### src/timer_pkg.sv
package timer_pkg;
   // Register word offsets, byte addresses
   localparam logic [3:0] OFS_CNT0 = 4'h0;
   localparam logic [3:0] OFS_CNT1 = 4'h4;
   localparam logic [3:0] OFS_CNT2 = 4'h8;
   localparam logic [3:0] OFS_CTRL = 4'hc;
   localparam logic [1:0] IDX_CTRL = 2'h3;
   // Control byte fields
   localparam int SEL_MSB = 7;
   localparam int SEL_LSB = 6;
   localparam int ACC_MSB = 5;
   localparam int ACC_LSB = 4;
   localparam int MODE_MSB = 3;
   localparam int MODE_LSB = 1;
   localparam int BCD_BIT = 0;
   localparam logic [1:0] SEL_ILLEGAL = 2'h3;
   localparam logic [1:0] ACC_LATCH = 2'h0;
   localparam logic [1:0] ACC_LSB_ONLY = 2'h1;
   localparam logic [1:0] ACC_MSB_ONLY = 2'h2;
   localparam logic [1:0] ACC_BOTH = 2'h3;
   // Counter clock of both pacer channels, in hertz
   localparam int PACER_CLK_HZ = 10_000_000;
   localparam int NUM_CHAN = 3;

   typedef enum logic [2:0] {
      MODE_TC_EVENT,
      MODE_ONE_SHOT,
      MODE_RATE,
      MODE_SQUARE,
      MODE_SW_STROBE,
      MODE_HW_STROBE
   } mode_e;

   typedef struct packed {
      mode_e mode;
      logic [1:0] access;
      logic bcd;
      logic [15:0] count;
      logic [15:0] initial_cnt;
      logic [15:0] hold;
      logic [7:0] lsb_buf;
      logic holding;
      logic wr_msb;
      logic rd_msb;
      logic loaded;
      logic have;
      logic running;
      logic trig;
      logic out;
      logic gate_q;
      logic clk_q;
   } chan_s;

   typedef struct packed {
      chan_s [NUM_CHAN-1:0] ch;
      logic pready;
      logic pslverr;
      logic [31:0] prdata;
   } timer_s;
endpackage

### src/pin_sync.sv
`timescale 1ns/1ps
`default_nettype none
module pin_sync #(
   parameter int W = 1
) (
   input wire logic pclk,
   input wire logic presetn,
   input wire logic [W-1:0] pin,
   output logic [W-1:0] synced
);
   logic [W-1:0] meta_reg;

   always_ff @(posedge pclk or negedge presetn)
   begin
      if (!presetn)
      begin
         meta_reg <= '0;
         synced <= '0;
      end
      else
      begin
         meta_reg <= pin;
         synced <= meta_reg;
      end
   end
endmodule
`default_nettype wire

### src/count_step.sv
`timescale 1ns/1ps
`default_nettype none
module count_step (
   input wire logic [15:0] value,
   input wire logic bcd,
   input wire logic [1:0] step,
   output logic [15:0] result
);
   // Decimal mode borrows per decade so the count wraps 0000 to 9999
   always_comb
   begin
      logic [4:0] d;
      logic [4:0] sub;
      d = '0;
      sub = {3'h0, step};
      result = value - {14'h0, step};
      if (bcd)
      begin
         for (int k = 0; k < 4; k++)
         begin
            d = {1'b0, value[4*k +: 4]} - sub;
            if (d[4])
            begin
               d = 5'(d + 5'd10);
               sub = 5'd1;
            end
            else
               sub = 5'd0;
            result[4*k +: 4] = d[3:0];
         end
      end
   end
endmodule
`default_nettype wire

### src/interval_timer.sv
// Design decision made here: the APB slave port.
`timescale 1ns/1ps
`default_nettype none
// Notes on behaviour
// - Three independent 16-bit down-counters, each set to one of six modes.
// - Channel data words at 0x0, 0x4, 0x8; control byte at 0xc.
// - Bits 7:6 pick the channel; value 3 is ignored.
// - Bits 5:4: latch, low byte, high byte, or low then high.
// - Bits 3:1 pick the mode; top bit ignored for modes 2 and 3.
// - Bit 0 picks 16-bit binary or four-decade decimal counting.
// - Mode 0: output low from setup, high at zero, count keeps running.
// - Mode 0: first byte of a new count halts, second byte restarts.
// - Mode 1: gate rise starts a full low pulse, output high at zero.
// - Mode 1: new count waits for next trigger; reading never disturbs.
// - Mode 2: divide by N, one low tick per period, reload between.
// - Mode 2: low gate forces high, gate rise restarts; idle until loaded.
// - Mode 3: step by two, toggle and reload at zero; odd N split.
// - Mode 4: high after setup, count on load, one low tick, gate pauses.
// - Mode 4: a rewritten count is taken on the next counter clock.
// - Mode 5: gate rise starts count, one low tick, retriggerable.
// - Channel 0 counts the 10 MHz pacer clock.
// - Channel 1 counts the same 10 MHz pacer clock.
module interval_timer (
   input wire logic pclk,
   input wire logic presetn,
   input wire logic psel,
   input wire logic penable,
   input wire logic pwrite,
   input wire logic [7:0] paddr,
   input wire logic [31:0] pwdata,
   output logic [31:0] prdata,
   output logic pready,
   output logic pslverr,
   input wire logic pacer_clk,
   input wire logic aux_clk,
   input wire logic [2:0] gate,
   output logic [2:0] timer_out
);
   timer_pkg::timer_s state_reg;
   timer_pkg::timer_s state_next;
   logic [5:0] pins_s;
   logic [2:0] clk_s;
   logic [2:0] gate_s;
   logic [2:0] tick;
   logic [15:0] dec [3];
   logic [1:0] step [3];
   logic [7:0] rd_byte [3];
   logic mapped;
   logic [1:0] idx;
   logic first_acc;
   logic wr_done;
   logic rd_done;
   logic [7:0] d;
   logic [1:0] sel;
   logic [1:0] acc;
   logic [2:0] mode_raw;

   // Counter clocks and gates are asynchronous pins
   pin_sync #(.W(6)) u_sync (
      .pclk(pclk),
      .presetn(presetn),
      .pin({aux_clk, pacer_clk, pacer_clk, gate}),
      .synced(pins_s)
   );
   assign gate_s = pins_s[2:0];
   assign clk_s = pins_s[5:3];

   assign idx = paddr[3:2];
   assign mapped = (paddr[1:0] == 2'h0) && (paddr[7:4] == 4'h0);
   assign first_acc = psel & penable & ~state_reg.pready;
   assign wr_done = psel & penable & state_reg.pready & mapped & pwrite;
   assign rd_done = psel & penable & state_reg.pready & mapped & ~pwrite;
   assign d = pwdata[7:0];
   assign sel = pwdata[timer_pkg::SEL_MSB:timer_pkg::SEL_LSB];
   assign acc = pwdata[timer_pkg::ACC_MSB:timer_pkg::ACC_LSB];
   assign mode_raw = pwdata[timer_pkg::MODE_MSB:timer_pkg::MODE_LSB];

   genvar g;
   generate
      for (g = 0; g < timer_pkg::NUM_CHAN; g++)
      begin : g_chan
         logic [15:0] src;
         // Counting steps on the falling edge of the counter clock
         assign tick[g] = state_reg.ch[g].clk_q & ~clk_s[g];
         assign step[g] = (state_reg.ch[g].mode == timer_pkg::MODE_SQUARE) ?
            (state_reg.ch[g].count[0] ? (state_reg.ch[g].out ? 2'h1 : 2'h3) : 2'h2) : 2'h1;
         count_step u_step (
            .value(state_reg.ch[g].count),
            .bcd(state_reg.ch[g].bcd),
            .step(step[g]),
            .result(dec[g])
         );
         assign src = state_reg.ch[g].holding ? state_reg.ch[g].hold : state_reg.ch[g].count;
         assign rd_byte[g] = ((state_reg.ch[g].access == timer_pkg::ACC_MSB_ONLY) ||
            ((state_reg.ch[g].access == timer_pkg::ACC_BOTH) && state_reg.ch[g].rd_msb)) ?
            src[15:8] : src[7:0];
         assign timer_out[g] = state_reg.ch[g].out;
      end
   endgenerate

   assign prdata = state_reg.prdata;
   assign pready = state_reg.pready;
   assign pslverr = state_reg.pslverr;

   always_comb
   begin
      timer_pkg::chan_s c;
      logic commit;
      logic start;
      c = '0;
      commit = 1'b0;
      start = 1'b0;
      state_next = state_reg;
      // One wait state: the word is answered one cycle into the access phase
      state_next.pready = first_acc;
      state_next.pslverr = first_acc & ~mapped;
      state_next.prdata = '0;
      if (first_acc && mapped && !pwrite && idx != timer_pkg::IDX_CTRL)
         state_next.prdata = {24'h0, rd_byte[idx]};
      for (int i = 0; i < timer_pkg::NUM_CHAN; i++)
      begin
         c = state_reg.ch[i];
         c.clk_q = clk_s[i];
         c.gate_q = gate_s[i];
         commit = 1'b0;
         start = 1'b0;
         if (tick[i])
         begin
            case (c.mode)
               timer_pkg::MODE_TC_EVENT:
                  if (c.loaded)
                  begin
                     c.count = c.initial_cnt;
                     c.loaded = 1'b0;
                     c.running = 1'b1;
                  end
                  else if (c.running)
                  begin
                     c.count = dec[i];
                     if (c.count == 16'h0000)
                        c.out = 1'b1;
                  end
               timer_pkg::MODE_ONE_SHOT:
               begin
                  if (c.trig && c.have)
                  begin
                     c.count = c.initial_cnt;
                     c.out = 1'b0;
                     c.running = 1'b1;
                  end
                  else if (c.running)
                  begin
                     c.count = dec[i];
                     if (c.count == 16'h0000)
                     begin
                        c.out = 1'b1;
                        c.running = 1'b0;
                     end
                  end
                  c.trig = 1'b0;
               end
               timer_pkg::MODE_RATE, timer_pkg::MODE_SQUARE:
               begin
                  start = c.have && (c.trig || (c.loaded && !c.running)) && gate_s[i];
                  if (start)
                  begin
                     c.count = c.initial_cnt;
                     c.out = 1'b1;
                     c.running = 1'b1;
                     c.loaded = 1'b0;
                  end
                  else if (c.running && gate_s[i] && c.mode == timer_pkg::MODE_RATE)
                  begin
                     if (!c.out)
                     begin
                        c.count = c.initial_cnt;
                        c.out = 1'b1;
                        c.loaded = 1'b0;
                     end
                     else
                     begin
                        c.count = dec[i];
                        if (c.count == 16'h0001)
                           c.out = 1'b0;
                     end
                  end
                  else if (c.running && gate_s[i])
                  begin
                     if (c.count <= {14'h0, step[i]})
                     begin
                        c.count = c.initial_cnt;
                        c.out = ~c.out;
                        c.loaded = 1'b0;
                     end
                     else
                        c.count = dec[i];
                  end
                  c.trig = 1'b0;
               end
               timer_pkg::MODE_SW_STROBE:
               begin
                  c.out = 1'b1;
                  if (c.loaded)
                  begin
                     c.count = c.initial_cnt;
                     c.loaded = 1'b0;
                     c.running = 1'b1;
                  end
                  else if (c.running && gate_s[i])
                  begin
                     c.count = dec[i];
                     if (c.count == 16'h0000)
                     begin
                        c.out = 1'b0;
                        c.running = 1'b0;
                     end
                  end
               end
               timer_pkg::MODE_HW_STROBE:
               begin
                  c.out = 1'b1;
                  if (c.trig && c.have)
                  begin
                     c.count = c.initial_cnt;
                     c.running = 1'b1;
                  end
                  else if (c.running)
                  begin
                     c.count = dec[i];
                     if (c.count == 16'h0000)
                     begin
                        c.out = 1'b0;
                        c.running = 1'b0;
                     end
                  end
                  c.trig = 1'b0;
               end
               default:
                  c.running = 1'b0;
            endcase
         end
         // A gate edge in the same cycle as a consumed trigger is kept
         if (gate_s[i] && !state_reg.ch[i].gate_q)
            c.trig = 1'b1;
         if ((c.mode == timer_pkg::MODE_RATE || c.mode == timer_pkg::MODE_SQUARE) && !gate_s[i])
            c.out = 1'b1;
         if (wr_done && idx == timer_pkg::IDX_CTRL && sel != timer_pkg::SEL_ILLEGAL && sel == 2'(i))
         begin
            if (acc == timer_pkg::ACC_LATCH)
            begin
               // A second latch before the read is ignored, as the first value is still owed
               if (!c.holding)
               begin
                  c.hold = state_reg.ch[i].count;
                  c.holding = 1'b1;
                  c.rd_msb = 1'b0;
               end
            end
            else
            begin
               c.mode = timer_pkg::mode_e'(mode_raw[1] ? {1'b0, mode_raw[1:0]} : mode_raw);
               c.access = acc;
               c.bcd = pwdata[timer_pkg::BCD_BIT];
               c.out = (c.mode != timer_pkg::MODE_TC_EVENT);
               c.running = 1'b0;
               c.loaded = 1'b0;
               c.have = 1'b0;
               c.trig = 1'b0;
               c.wr_msb = 1'b0;
               c.rd_msb = 1'b0;
               c.holding = 1'b0;
            end
         end
         if (wr_done && idx == 2'(i))
         begin
            case (c.access)
               timer_pkg::ACC_LSB_ONLY:
               begin
                  c.initial_cnt = {8'h00, d};
                  commit = 1'b1;
               end
               timer_pkg::ACC_MSB_ONLY:
               begin
                  c.initial_cnt = {d, 8'h00};
                  commit = 1'b1;
               end
               timer_pkg::ACC_BOTH:
                  if (!c.wr_msb)
                  begin
                     c.lsb_buf = d;
                     c.wr_msb = 1'b1;
                     if (c.mode == timer_pkg::MODE_TC_EVENT)
                        c.running = 1'b0;
                  end
                  else
                  begin
                     c.initial_cnt = {d, c.lsb_buf};
                     c.wr_msb = 1'b0;
                     commit = 1'b1;
                  end
               default:
                  commit = 1'b0;
            endcase
            if (commit)
            begin
               c.loaded = 1'b1;
               c.have = 1'b1;
               if (c.mode == timer_pkg::MODE_TC_EVENT)
               begin
                  c.out = 1'b0;
                  c.running = 1'b0;
               end
            end
         end
         if (rd_done && idx == 2'(i))
         begin
            if (c.access == timer_pkg::ACC_BOTH && !c.rd_msb)
               c.rd_msb = 1'b1;
            else
            begin
               c.rd_msb = 1'b0;
               c.holding = 1'b0;
            end
         end
         state_next.ch[i] = c;
      end
   end

   always_ff @(posedge pclk or negedge presetn)
   begin
      if (!presetn)
         state_reg <= '0;
      else
         state_reg <= state_next;
   end

   a_apb_wait_one: assert property (@(posedge pclk) disable iff (!presetn)
      (psel && penable && !pready) |=> pready) else $error("access phase not answered after one wait");
   a_unmapped_err: assert property (@(posedge pclk) disable iff (!presetn)
      (pready && pslverr) |-> (paddr[1:0] != 2'h0 || paddr[7:4] != 4'h0)) else $error("error on mapped address");
   a_illegal_select: assert property (@(posedge pclk) disable iff (!presetn)
      (wr_done && idx == timer_pkg::IDX_CTRL && sel == timer_pkg::SEL_ILLEGAL)
      |=> $stable(state_reg.ch[0].mode) && $stable(state_reg.ch[1].mode) && $stable(state_reg.ch[2].mode))
      else $error("illegal select changed a channel");
   a_mode0_low: assert property (@(posedge pclk) disable iff (!presetn)
      (wr_done && idx == timer_pkg::IDX_CTRL && sel == 2'h0 && acc != timer_pkg::ACC_LATCH && mode_raw == 3'h0)
      |=> !timer_out[0]) else $error("mode 0 output not low after setup");
   a_mode4_high: assert property (@(posedge pclk) disable iff (!presetn)
      (wr_done && idx == timer_pkg::IDX_CTRL && sel == 2'h2 && acc != timer_pkg::ACC_LATCH && mode_raw == 3'h4)
      |=> timer_out[2] ##1 timer_out[2]) else $error("mode 4 output not high after setup");
   a_halt_first_byte: assert property (@(posedge pclk) disable iff (!presetn)
      (wr_done && idx == 2'h0 && state_reg.ch[0].access == timer_pkg::ACC_BOTH && !state_reg.ch[0].wr_msb &&
      state_reg.ch[0].mode == timer_pkg::MODE_TC_EVENT) |=> !state_reg.ch[0].running)
      else $error("first byte did not halt mode 0");
   a_latch_frozen: assert property (@(posedge pclk) disable iff (!presetn)
      (state_reg.ch[0].holding && !(wr_done || rd_done)) |=> $stable(state_reg.ch[0].hold))
      else $error("latched value changed");
   a_rate_gate_low: assert property (@(posedge pclk) disable iff (!presetn)
      (state_reg.ch[2].mode == timer_pkg::MODE_RATE && !gate_s[2] && !wr_done) |=> timer_out[2])
      else $error("mode 2 output low with gate low");
   a_shot_end: assert property (@(posedge pclk) disable iff (!presetn)
      (state_reg.ch[2].mode == timer_pkg::MODE_ONE_SHOT && tick[2] && state_reg.ch[2].running &&
      !state_reg.ch[2].trig && dec[2] == 16'h0000 && !wr_done) |=> timer_out[2]) else $error("one-shot did not end");
endmodule
`default_nettype wire

### config.mk
export PLATFORM = sky130hd
export DESIGN_NAME = interval_timer
export DESIGN_NICKNAME = d
export VERILOG_FILES = /design/src/timer_pkg.sv /design/src/pin_sync.sv /design/src/count_step.sv /design/src/interval_timer.sv
export SDC_FILE = /design/constraint.sdc
export NUM_CORES = 1
export LEC_CHECK = 0
export BUFFER_PORTS_ARGS = -buffer_cell sky130_fd_sc_hd__buf_2
export CORE_ASPECT_RATIO = 1.4
export CORE_MARGIN = 2
export CORE_UTILIZATION = 25
export DETAILED_ROUTE_END_ITERATION = 10
export SLEW_MARGIN = 20
export SYNTH_ARGS = -nofsm -noshare
export SYNTH_HDL_FRONTEND = slang
export SYNTH_SLANG_ARGS = --single-unit
### constraint.sdc
create_clock -name pclk -period 5.8 [get_ports pclk]
set_input_delay 0.87 -clock pclk [delete_from_list [all_inputs] [get_ports pclk]]
set_output_delay 0.87 -clock pclk [all_outputs]
set_load 0.02 [all_outputs]
======== Yosys cells after proc, flatten, opt, wreduce, memory -nomap -nowiden ========
Cells that the tools add are included.
Widths: inputs -> output; s select.
word-level totals
  bits in registers ....................... 238
  latch bits .............................. 0
  memory bits (writable) .................. 0
  memory bits (read-only) ................. 0
  bits of input ports ..................... 50
  output and inout bits ................... 37
  word-level logic and storage cells ...... 554
  memories ................................ 0
cells by class
  add/sub/neg operators ................... 27
  multiply operators ...................... 0
  div/mod/pow operators ................... 0
  $lt $le $gt $ge ......................... 4
  equality and inequality tests ........... 49
  shift-type cells ........................ 0
  multiplexer cells ....................... 276
  bitwise gates (word level) .............. 24
  reduce and logical (&&, ||, !) cells .... 118
operators by type and width
  cell                 number
  $mux 16              39
  $pmux 16 s4          3
  $mux 1               160
  $pmux 16 s3          3
  $mux 8               9
  $mux 5               12
  $add 4x4->4 const B  12
  $eq 16x1->1 const B  3
  $le 16x2->1          3
  $logic_not 16->1     3
  $mux 4               12
  $sub 16x2->16        3
  $logic_and 1x1->1    45
  $sub 4x5->5          9
  $mux 6               6
  $eq 2x2->1 const B   15
  $mux 3               10
  $reduce_or 2->1      12
  $eq 3x2->1 const B   6
  $eq 3x3->1 const B   6
  $logic_not 3->1      6
  $mux 2               9
  $reduce_and 3->1     6
  $bmux 8 s2           1
  22 further kinds     105

======== Depth between registers and ports, before layout ========
Gate-level depths: netlist of the first run.
  depth after elaboration ................. 32
  mapped depth ............................ 29
  gate-level depth less buffers ........... 26

======== By module ========
Synthesis of the first run repeated with hierarchy kept, for this count alone.
second synthesis, totals
  cell total of the unflattened synthesis .. 1,981
  area total of the unflattened synthesis .. 17,938.5 um^2
by module, submodules not included
  module                             times used  cells each  area an instance (um^2)  sequential area each (um^2)
  interval_timer                     1           1,586       14,921.8                 5,655.4
  count_step (g_chan[0].u_step ...)  2           127         899.6                    0.0
  count_step (g_chan[2].u_step)      1           129         917.1                    0.0
  pin_sync                           1           12          300.3                    300.3

======== Least setup slack after synthesis of the first run ========
OpenSTA, ideal clock, no wires.
  path kind ............................... register -> register
  start point ............................. reg state_reg[104] (netlist bit)
  end point ............................... reg state_reg[99] (netlist bit)
  setup time .............................. 0.121 ns
  arrival time ............................ 5.773 ns
  data required time ...................... 5.679 ns
  slack ................................... -0.094 ns
  cell stages (with the launch flop) ...... 26
  buffers on the path ..................... 3
  clock period less this slack ............ 5.894 ns
  path through ............................ dfrtp_1 > clkbuf_1 > nor2b_1 > clkbuf_1 > nand3_1 > fa_1 > clkbuf_1 > nor2_1 > ha_1 > ha_1 > nor3b_1 > ha_1 > ha_1 > nor3b_1 > ha_1 > ha_1 > xor2_1 > ha_1 > nand2b_1 > nor2b_1 > o32a_1 > a221oi_1 > mux2_2 > o221ai_1 > o21a_1 > o22a_1
between the ends
  longest elaborated chain between the ends .. 20
  elaborated cells on any way between the ends .. 40
  those cells by class .................... add/sub: 6; order compare: 1; eq/ne: 7; mux: 20; reduce/logical: 6
ends and longest elaborated chain
  what                    RTL line                                     text
  start, declared         interval_timer.sv:39                         timer_pkg::timer_s state_reg;
  start signal, assigned  interval_timer.sv:334                        state_reg <= state_next;
  $eq 3x2->1              interval_timer.sv:85, interval_timer.sv:129
  $mux 2                  interval_timer.sv:85                         assign step[g] = (state_reg.ch[g].mode == timer_pkg::MODE_SQUARE) ?
  $sub 4x2->5             count_step.sv:21                             d = {1'b0, value[4*k +: 4]} - sub;
  $mux 1                  count_step.sv:22                             if (d[4])
  $mux 5                  count_step.sv:17                             if (bcd)
  $sub 4x5->5             count_step.sv:21
  $mux 1                  count_step.sv:22
  $mux 5                  count_step.sv:17
  [... 4 more ...]        --
  $add 4x4->4             count_step.sv:24                             d = 5'(d + 5'd10);
  $mux 4                  count_step.sv:22
  $mux 16                 count_step.sv:17
  $mux 16                 interval_timer.sv:189                        if (c.count <= {14'h0, step[i]})
  $mux 16                 interval_timer.sv:187                        else if (c.running && gate_s[i])
  $mux 16                 interval_timer.sv:172                        else if (c.running && gate_s[i] && c.mode == timer_pkg::MODE_RATE)
  $mux 16                 interval_timer.sv:165                        if (start)
  $pmux 16 s4             interval_timer.sv:129                        case (c.mode)
Parallel ways exist; a longest one is shown, timed or not. The select of a mux whose other input is x is not followed.
A chain may end at the register's enable or synchronous reset.

==> results of run 1 <==
==> cell usage in the layout (no fill, tap or decap), types with 27 or more instances in the layout <==
cell,instances
o211ai_1,29
ha_1,50
nor2b_1,27
dfrtp_1,235
clkbuf_16,27
o21ai_0,156
inv_1,74
nand2_1,252
mux2i_1,36
mux2_2,64
a21oi_1,107
nand3_1,50
nor2_1,182
buf_4,48
buf_2,37
nor3_1,38
nand2b_1,42
a221oi_1,44
==> worst max path at each step <==
stage / to / from / slack [ns] / cells after the start
floorplan: state_reg[99] / state_reg[104] / 0.01 / 25
global placement: state_reg[99] / state_reg[105] / 0.33 / 23
detailed placement: timer_out[2] / state_reg[247] / 0.16 / 22
CTS: timer_out[2] / state_reg[247] / 0.15 / 22
global route: timer_out[2] / state_reg[247] / 0.03 / 23
finish: timer_out[2] / state_reg[247] / 0.41 / 23
==> metrics by stage <==
step | setup WS [ns] | cells | hold slack (ns) | instance area (sq um) | total power (W)
floorplan | 0.00976 | 1985 | 0.331 | 16600 | 0.00320
global placement | 0.333 | 2746 | 0.337 | 17500 | 0.00373
detailed placement | 0.160 | 2746 | 0.336 | 17500 | 0.00378
CTS | 0.152 | 2795 | 0.348 | 18400 | 0.00559
global route | 0.0287 | 2796 | 0.362 | 18500 | 0.00588
finish | 0.405 | 2796 | 0.347 | 18500 | 0.00559
==> timing repair <==
item                                    CTS  global route
endpoints found under the setup margin    0             8
setup buffers                             0             1
gates resized for setup                   0            10
==> power by group through the flow <==
stage / Sequential, W / Clock (W) / Combinational (W)
6_report: 0.00206 / 0.00179 / 0.00174
5_1_grt: 0.00208 / 0.00189 / 0.00191
4_1_cts: 0.00205 / 0.00183 / 0.00172
3_5_place_dp: 0.00208 / 0 / 0.00171
3_3_place_gp: 0.00207 / 0 / 0.00167
2_1_floorplan: 0.00185 / 0 / 0.00135
==> worst max-delay path, cell delays in order, from the launching register on <==
cell	delay [ns]
dfrtp_1	0.37
and3b_1	0.24
nor2_1	0.19
inv_1	0.10
fa_1	0.43
nor3_2	0.23
ha_1	0.28
ha_1	0.19
nor3b_2	0.23
ha_1	0.25
ha_1	0.22
and2_1	0.20
ha_1	0.19
ha_1	0.24
xor2_1	0.10
ha_1	0.19
nand2b_1	0.14
and2_1	0.16
o32ai_1	0.24
o211ai_1	0.21
nor3b_1	0.25
nand4_1	0.11
buf_4	0.18
o311a_1	0.34
==> cell families after synthesis <==
logic type	after synthesis	share of synthesized area, %
buf+inv	246	6.38
compound gates	518	20.5
other cells	1	0.0226
xor+xnor	31	1.64
mux	125	9.86
flops	235	35.5
simple gates	752	21.9
fa+ha+maj	54	4.22
==> metal layers <==
metal  vias to the layer above  wire length [um]  track usage, %
li1                       6982                 -               -
met1                      7361             20500            17.0
met2                       557             27200            28.3
met3                       168              2710            2.19
met4                         4              3710            9.87
met5                         -                28               0
==> area by class of cell <==
cell class,count,area (sq um)
Fill cell,6970,47100
Multi-Input combinational cell,1504,9770
Sequential cell,235,5880
Tap cell,847,1060
Clock buffer,35,756
Timing Repair Buffer,87,581
Inverter,74,278
Clock inverter,14,165
==> flow_metrics.env, run 1 <==
export IMPL_antenna_found_initial=2
export IMPL_via_per_inst=5.39
export IMPL_p_per_area_nw_per_um2=302
export IMPL_ir_drop_uv=228
export IMPL_relSlewSlack_pct=34.6
export IMPL_ant_nets=0
export IMPL_dr_pass1_iters=8
export IMPL_crit_path_end_kind="flop"
export IMPL_finClkSkew_ns=0.0161
export IMPL_cp_start_kind="flop"
export IMPL_synthArstFlopShare_pct=100
export IMPL_gp_congestion=0.916
export IMPL_cts_buffers=27
export IMPL_grt_pass1_wl_um=85100
export IMPL_die_h_um=309
export IMPL_largest_reg_flops=212
export IMPL_hold_buffers=0
export IMPL_area_growth_pct=11.7
export IMPL_synth_seq_cells=235
export IMPL_run_status="complete, but fails checks"
export IMPL_ys_seq_area_share_pct=35.5
export IMPL_maxSlewViolCount=0
export IMPL_worstHoldPathType="primary input to asynchronous set/reset pin"
export IMPL_gr_total_overflow=0
export IMPL_drive_gt1_share_pct=13.8
export IMPL_setup_viol=0
export IMPL_r2r_setup_slack_ns=0.41
export IMPL_p_int_w=0.00352
export IMPL_clock_latency_ns=0.56
export IMPL_dr_first_iter_drc_count=1168
export IMPL_vias=15072
export IMPL_critPathMaxFanout=5
export IMPL_avgSynthCellArea_sq_um=8.44
export IMPL_syn_cell_area_sq_um=16600
export IMPL_p_seq_share_pct=36.8
export IMPL_violations="design-rule violations"
export IMPL_chipWidth_um=222
export IMPL_ios=87
export IMPL_cts_tree="built"
export IMPL_htreeDepth=1
export IMPL_cts_num_sinks=235
export IMPL_p_sw_w=0.00207
export IMPL_synthTopCellsByArea="dfrtp_1, nand2_1, o21ai_0"
export IMPL_maxCapViolCount=0
export IMPL_fp_dieArea_sq_um=68400
export IMPL_switching_share_pct=37.0
export IMPL_drt_wl_total_um=54100
export IMPL_antenna_diode_count=0
export IMPL_worst_pin_slew_ns=0.973
export IMPL_portBuffers=38
export IMPL_core_area_sq_um=65600
export IMPL_yosys_cell_types_count=88
export IMPL_synthFlopType="dfrtp_1"
export IMPL_syn_inst=1962
export IMPL_fin_crit_sh_pct=93.0
export IMPL_initial_core_util_pct=25.3
export IMPL_yosys_top_cells_count="nand2_1, dfrtp_1, nor2_1"
export IMPL_crit_type="flop to flop"
export IMPL_grt_max_degree=92
export IMPL_drcViolationCount=7
export IMPL_reg2regPathDepth=23
export IMPL_timing_rr_end="timer_out[2]"
export IMPL_setup_tns_ns=0
export IMPL_path_clk_slew_ns=0.06
export IMPL_synth_edf_count=0
export IMPL_rsz0062_at_grt="no"
export IMPL_cts_path_max_buffers=3
export IMPL_yosysWarnings=0
export IMPL_synth_top_area_share_pct=35.5
export IMPL_avgRoutedWirePerCell_um=19.3
export IMPL_placementRows=111
export IMPL_utilization_pct=28.2
export IMPL_hpwl_um=40300
export IMPL_fmax_mhz=185
export IMPL_cellLeakagePower_nw=7.89
export IMPL_cp_data_required_time_ns=6.24
export IMPL_grt_usage_pct=15.5
export IMPL_hold_violations=0
export IMPL_cts_root_buf="clkbuf_16"
export IMPL_yosysMostFrequentCell="nand2_1"
export IMPL_yosys_area_top_type="dfrtp_1"
export IMPL_comb_power_share_pct=31.2
export IMPL_grt_pass1_vias=14807
export IMPL_fin_crit_ns=5.39
export IMPL_fin_nets=2033
export IMPL_r2r_start="state_reg[247]"
export IMPL_cp_data_arrival_time_ns=5.83
export IMPL_p_clk_share_pct=32.0
Note: power is estimated with default switching activity, not from simulation.
==> inputs of run 2 (changes only) <==
- CELL_PAD_IN_SITES_DETAIL_PLACEMENT: default -> 1
- CELL_PAD_IN_SITES_GLOBAL_PLACEMENT: default -> 1
- GPL_TIMING_DRIVEN: default -> 0
- PLACE_DENSITY_LB_ADDON: default -> 0.1
==> flow_metrics.env, run 2 (synthesis gave the netlist of run 1 again) <==
export IMPL_run_status="complete, but fails checks"
export IMPL_violations="design-rule violations"
export IMPL_timing_rr_end="state_reg[99]"
export IMPL_grt_usage_pct=20.5
export IMPL_dp_cells=2874
export IMPL_crit_chain="buf_8 -> nor2b_4 -> buf_8 -> nand3_2 -> fa_2 -> nor2_4 -> ha_2 -> ha_2 -> nor3b_4 -> ha_2 -> ha_4 -> nor3b_4 -> ha_2 -> ha_2 -> xor2_1 -> ha_1 -> nand2b_1 -> nor2b_1 -> o32a_1 -> a221oi_4 -> mux2_4 -> o221ai_1 -> o21a_1 -> o22a_1"
export IMPL_rsz0062_at_grt="yes"
export IMPL_setup_tns_ns=0
export IMPL_stdcell_count=2944
export IMPL_grt_pass1_vias=16033
export IMPL_fillers=7735
export IMPL_fp_dieArea_sq_um=68400
export IMPL_cts_buffers=29
export IMPL_fmax_mhz=179
export IMPL_grt_max_degree=84
export IMPL_fin_crit_ns=5.58
export IMPL_drive_gt1_share_pct=15.4
export IMPL_fin_crit_sh_pct=96.2
export IMPL_cp_data_arrival_time_ns=6.03
export IMPL_slowest_delay_ns=0.45
export IMPL_area_growth_pct=17.7
export IMPL_dr_first_iter_drc_count=905
export IMPL_cp_top_family="adder cells"
export IMPL_cpMostUsedCell="ha_2"
export IMPL_maxCapViolCount=0
export IMPL_portBuffers=38
export IMPL_htreeDepth=1
export IMPL_largest_reg_flops=212
export IMPL_worstHoldPathType="primary input to asynchronous set/reset pin"
export IMPL_cts_path_max_buffers=3
export IMPL_avgRoutedWirePerCell_um=24.0
export IMPL_p_per_area_nw_per_um2=306
export IMPL_drt_wl_total_um=70700
export IMPL_gp_congestion=0.858
export IMPL_ir_drop_uv=204
export IMPL_ant_nets=0
export IMPL_chipWidth_um=222
export IMPL_ios=87
export IMPL_cp_start_kind="flop"
export IMPL_reg2regPathDepth=24
export IMPL_cp_data_required_time_ns=6.25
export IMPL_vias=15488
export IMPL_path_clk_slew_ns=0.06
export IMPL_setup_viol=0
export IMPL_p_clk_share_pct=32.6
export IMPL_relSlewSlack_pct=28.4
export IMPL_die_h_um=309
export IMPL_p_sw_w=0.00227
export IMPL_gr_total_overflow=0
export IMPL_hpwl_um=55300
export IMPL_via_per_inst=5.26
export IMPL_initial_core_util_pct=25.3
export IMPL_comb_power_share_pct=35.3
export IMPL_switching_share_pct=38.1
export IMPL_antenna_found_initial=9
export IMPL_drcViolationCount=12
export IMPL_core_area_sq_um=65600
export IMPL_slowest_stage="fa_2"
export IMPL_dr_pass1_iters=10
export IMPL_hold_buffers=0
export IMPL_cts_tree="built"
export IMPL_final_common_cell="nand2_1"
export IMPL_finClkSkew_ns=0.0124
export IMPL_clock_latency_ns=0.57
export IMPL_p_int_w=0.00369
export IMPL_finalPower_w=0.00596
export IMPL_layout_common_cells="nand2_1, dfrtp_1, nor2_1, o21ai_0, clkbuf_1"
export IMPL_placementRows=111
export IMPL_r2r_setup_slack_ns=0.22
export IMPL_fin_ws_ns=0.220
export IMPL_crit_type="flop to flop"
export IMPL_cts_num_sinks=235
export IMPL_cts_root_buf="clkbuf_16"
export IMPL_maxSlewViolCount=0
export IMPL_worst_path_buf_inv=2
export IMPL_hold_violations=0
export IMPL_grt_pass1_wl_um=106000
export IMPL_r2r_start="state_reg[104]"
export IMPL_critPathMaxFanout=10
export IMPL_crit_path_end_kind="flop"
export IMPL_worst_pin_slew_ns=1.07
export IMPL_fin_nets=2177
export IMPL_pre_cts_ws_ns=-1.72
export IMPL_p_seq_share_pct=32.1
export IMPL_cellLeakagePower_nw=8.19
run 2: cell types whose count changed in the layout (fill, tap and decap cells not counted), moves of 7 or more:
cell      delta
clkbuf_1   +118
ha_1        -15
buf_4       +12
buf_1       +10
ha_2         +8
ha_4         +7
run 2: power by group through the flow:
stage	sequential, W	clock (W)	combinational, W
after floorplan	0.00185	0	0.00135
after global placement	0.00193	0	0.00197
after detailed placement	0.00193	0	0.00203
after CTS	0.00190	0.00202	0.00211
after global routing	0.00193	0.00208	0.00232
final	0.00191	0.00194	0.00211
run 2: worst max path at each step:
stage / cells past startpoint / end / startpoint / slack (ns)
after floorplan: 25 / state_reg[99] / state_reg[104] / 0.01
after global placement: 25 / state_reg[99] / state_reg[104] / -1.64
after detailed placement: 25 / state_reg[99] / state_reg[104] / -1.72
after CTS: 24 / state_reg[99] / state_reg[104] / 0.0005
after global routing: 26 / state_reg[110] / state_reg[156] / -0.04
final: 24 / state_reg[99] / state_reg[104] / 0.22
run 2: layout make-up:
cell class	count	area (sq um)	share of cell area, %
repair buffers	65	463	2.37
plain buffers	164	776	3.98
multi-input cells	1504	10000	51.4
clock buffers	42	835	4.28
diodes	2	5.00	0.0257
clock inverters	11	165	0.847
well taps	847	1060	5.44
flip-flops and latches	235	5880	30.2
inverters	74	278	1.42
run 2: layer usage:
| layer | wire length, um | GRT usage (%) | share of wire [%] |
|---|---|---|---|
| met1 | 29000 | 23.8 | 41 |
| met2 | 35300 | 37.1 | 50 |
| met3 | 2420 | 2.48 | 3.4 |
| met4 | 3900 | 10.2 | 5.5 |
| met5 | 64 | 0 | 0.090 |
run 2: timing repair:
action,CTS,global route
pin swaps,12,10
buffers inserted,12,11
setup endpoints to repair,19,8
gates resized for setup,61,16
run 2: per-stage QoR:
step	hold slack (ns)	utilization [%]	instance area [sq um]
after floorplan	0.331	-	16600
after global placement	0.333	27.3	17900
after detailed placement	0.343	27.5	18000
after CTS	0.140	29.5	19300
after global routing	0.157	29.7	19500
final	0.159	29.7	19500
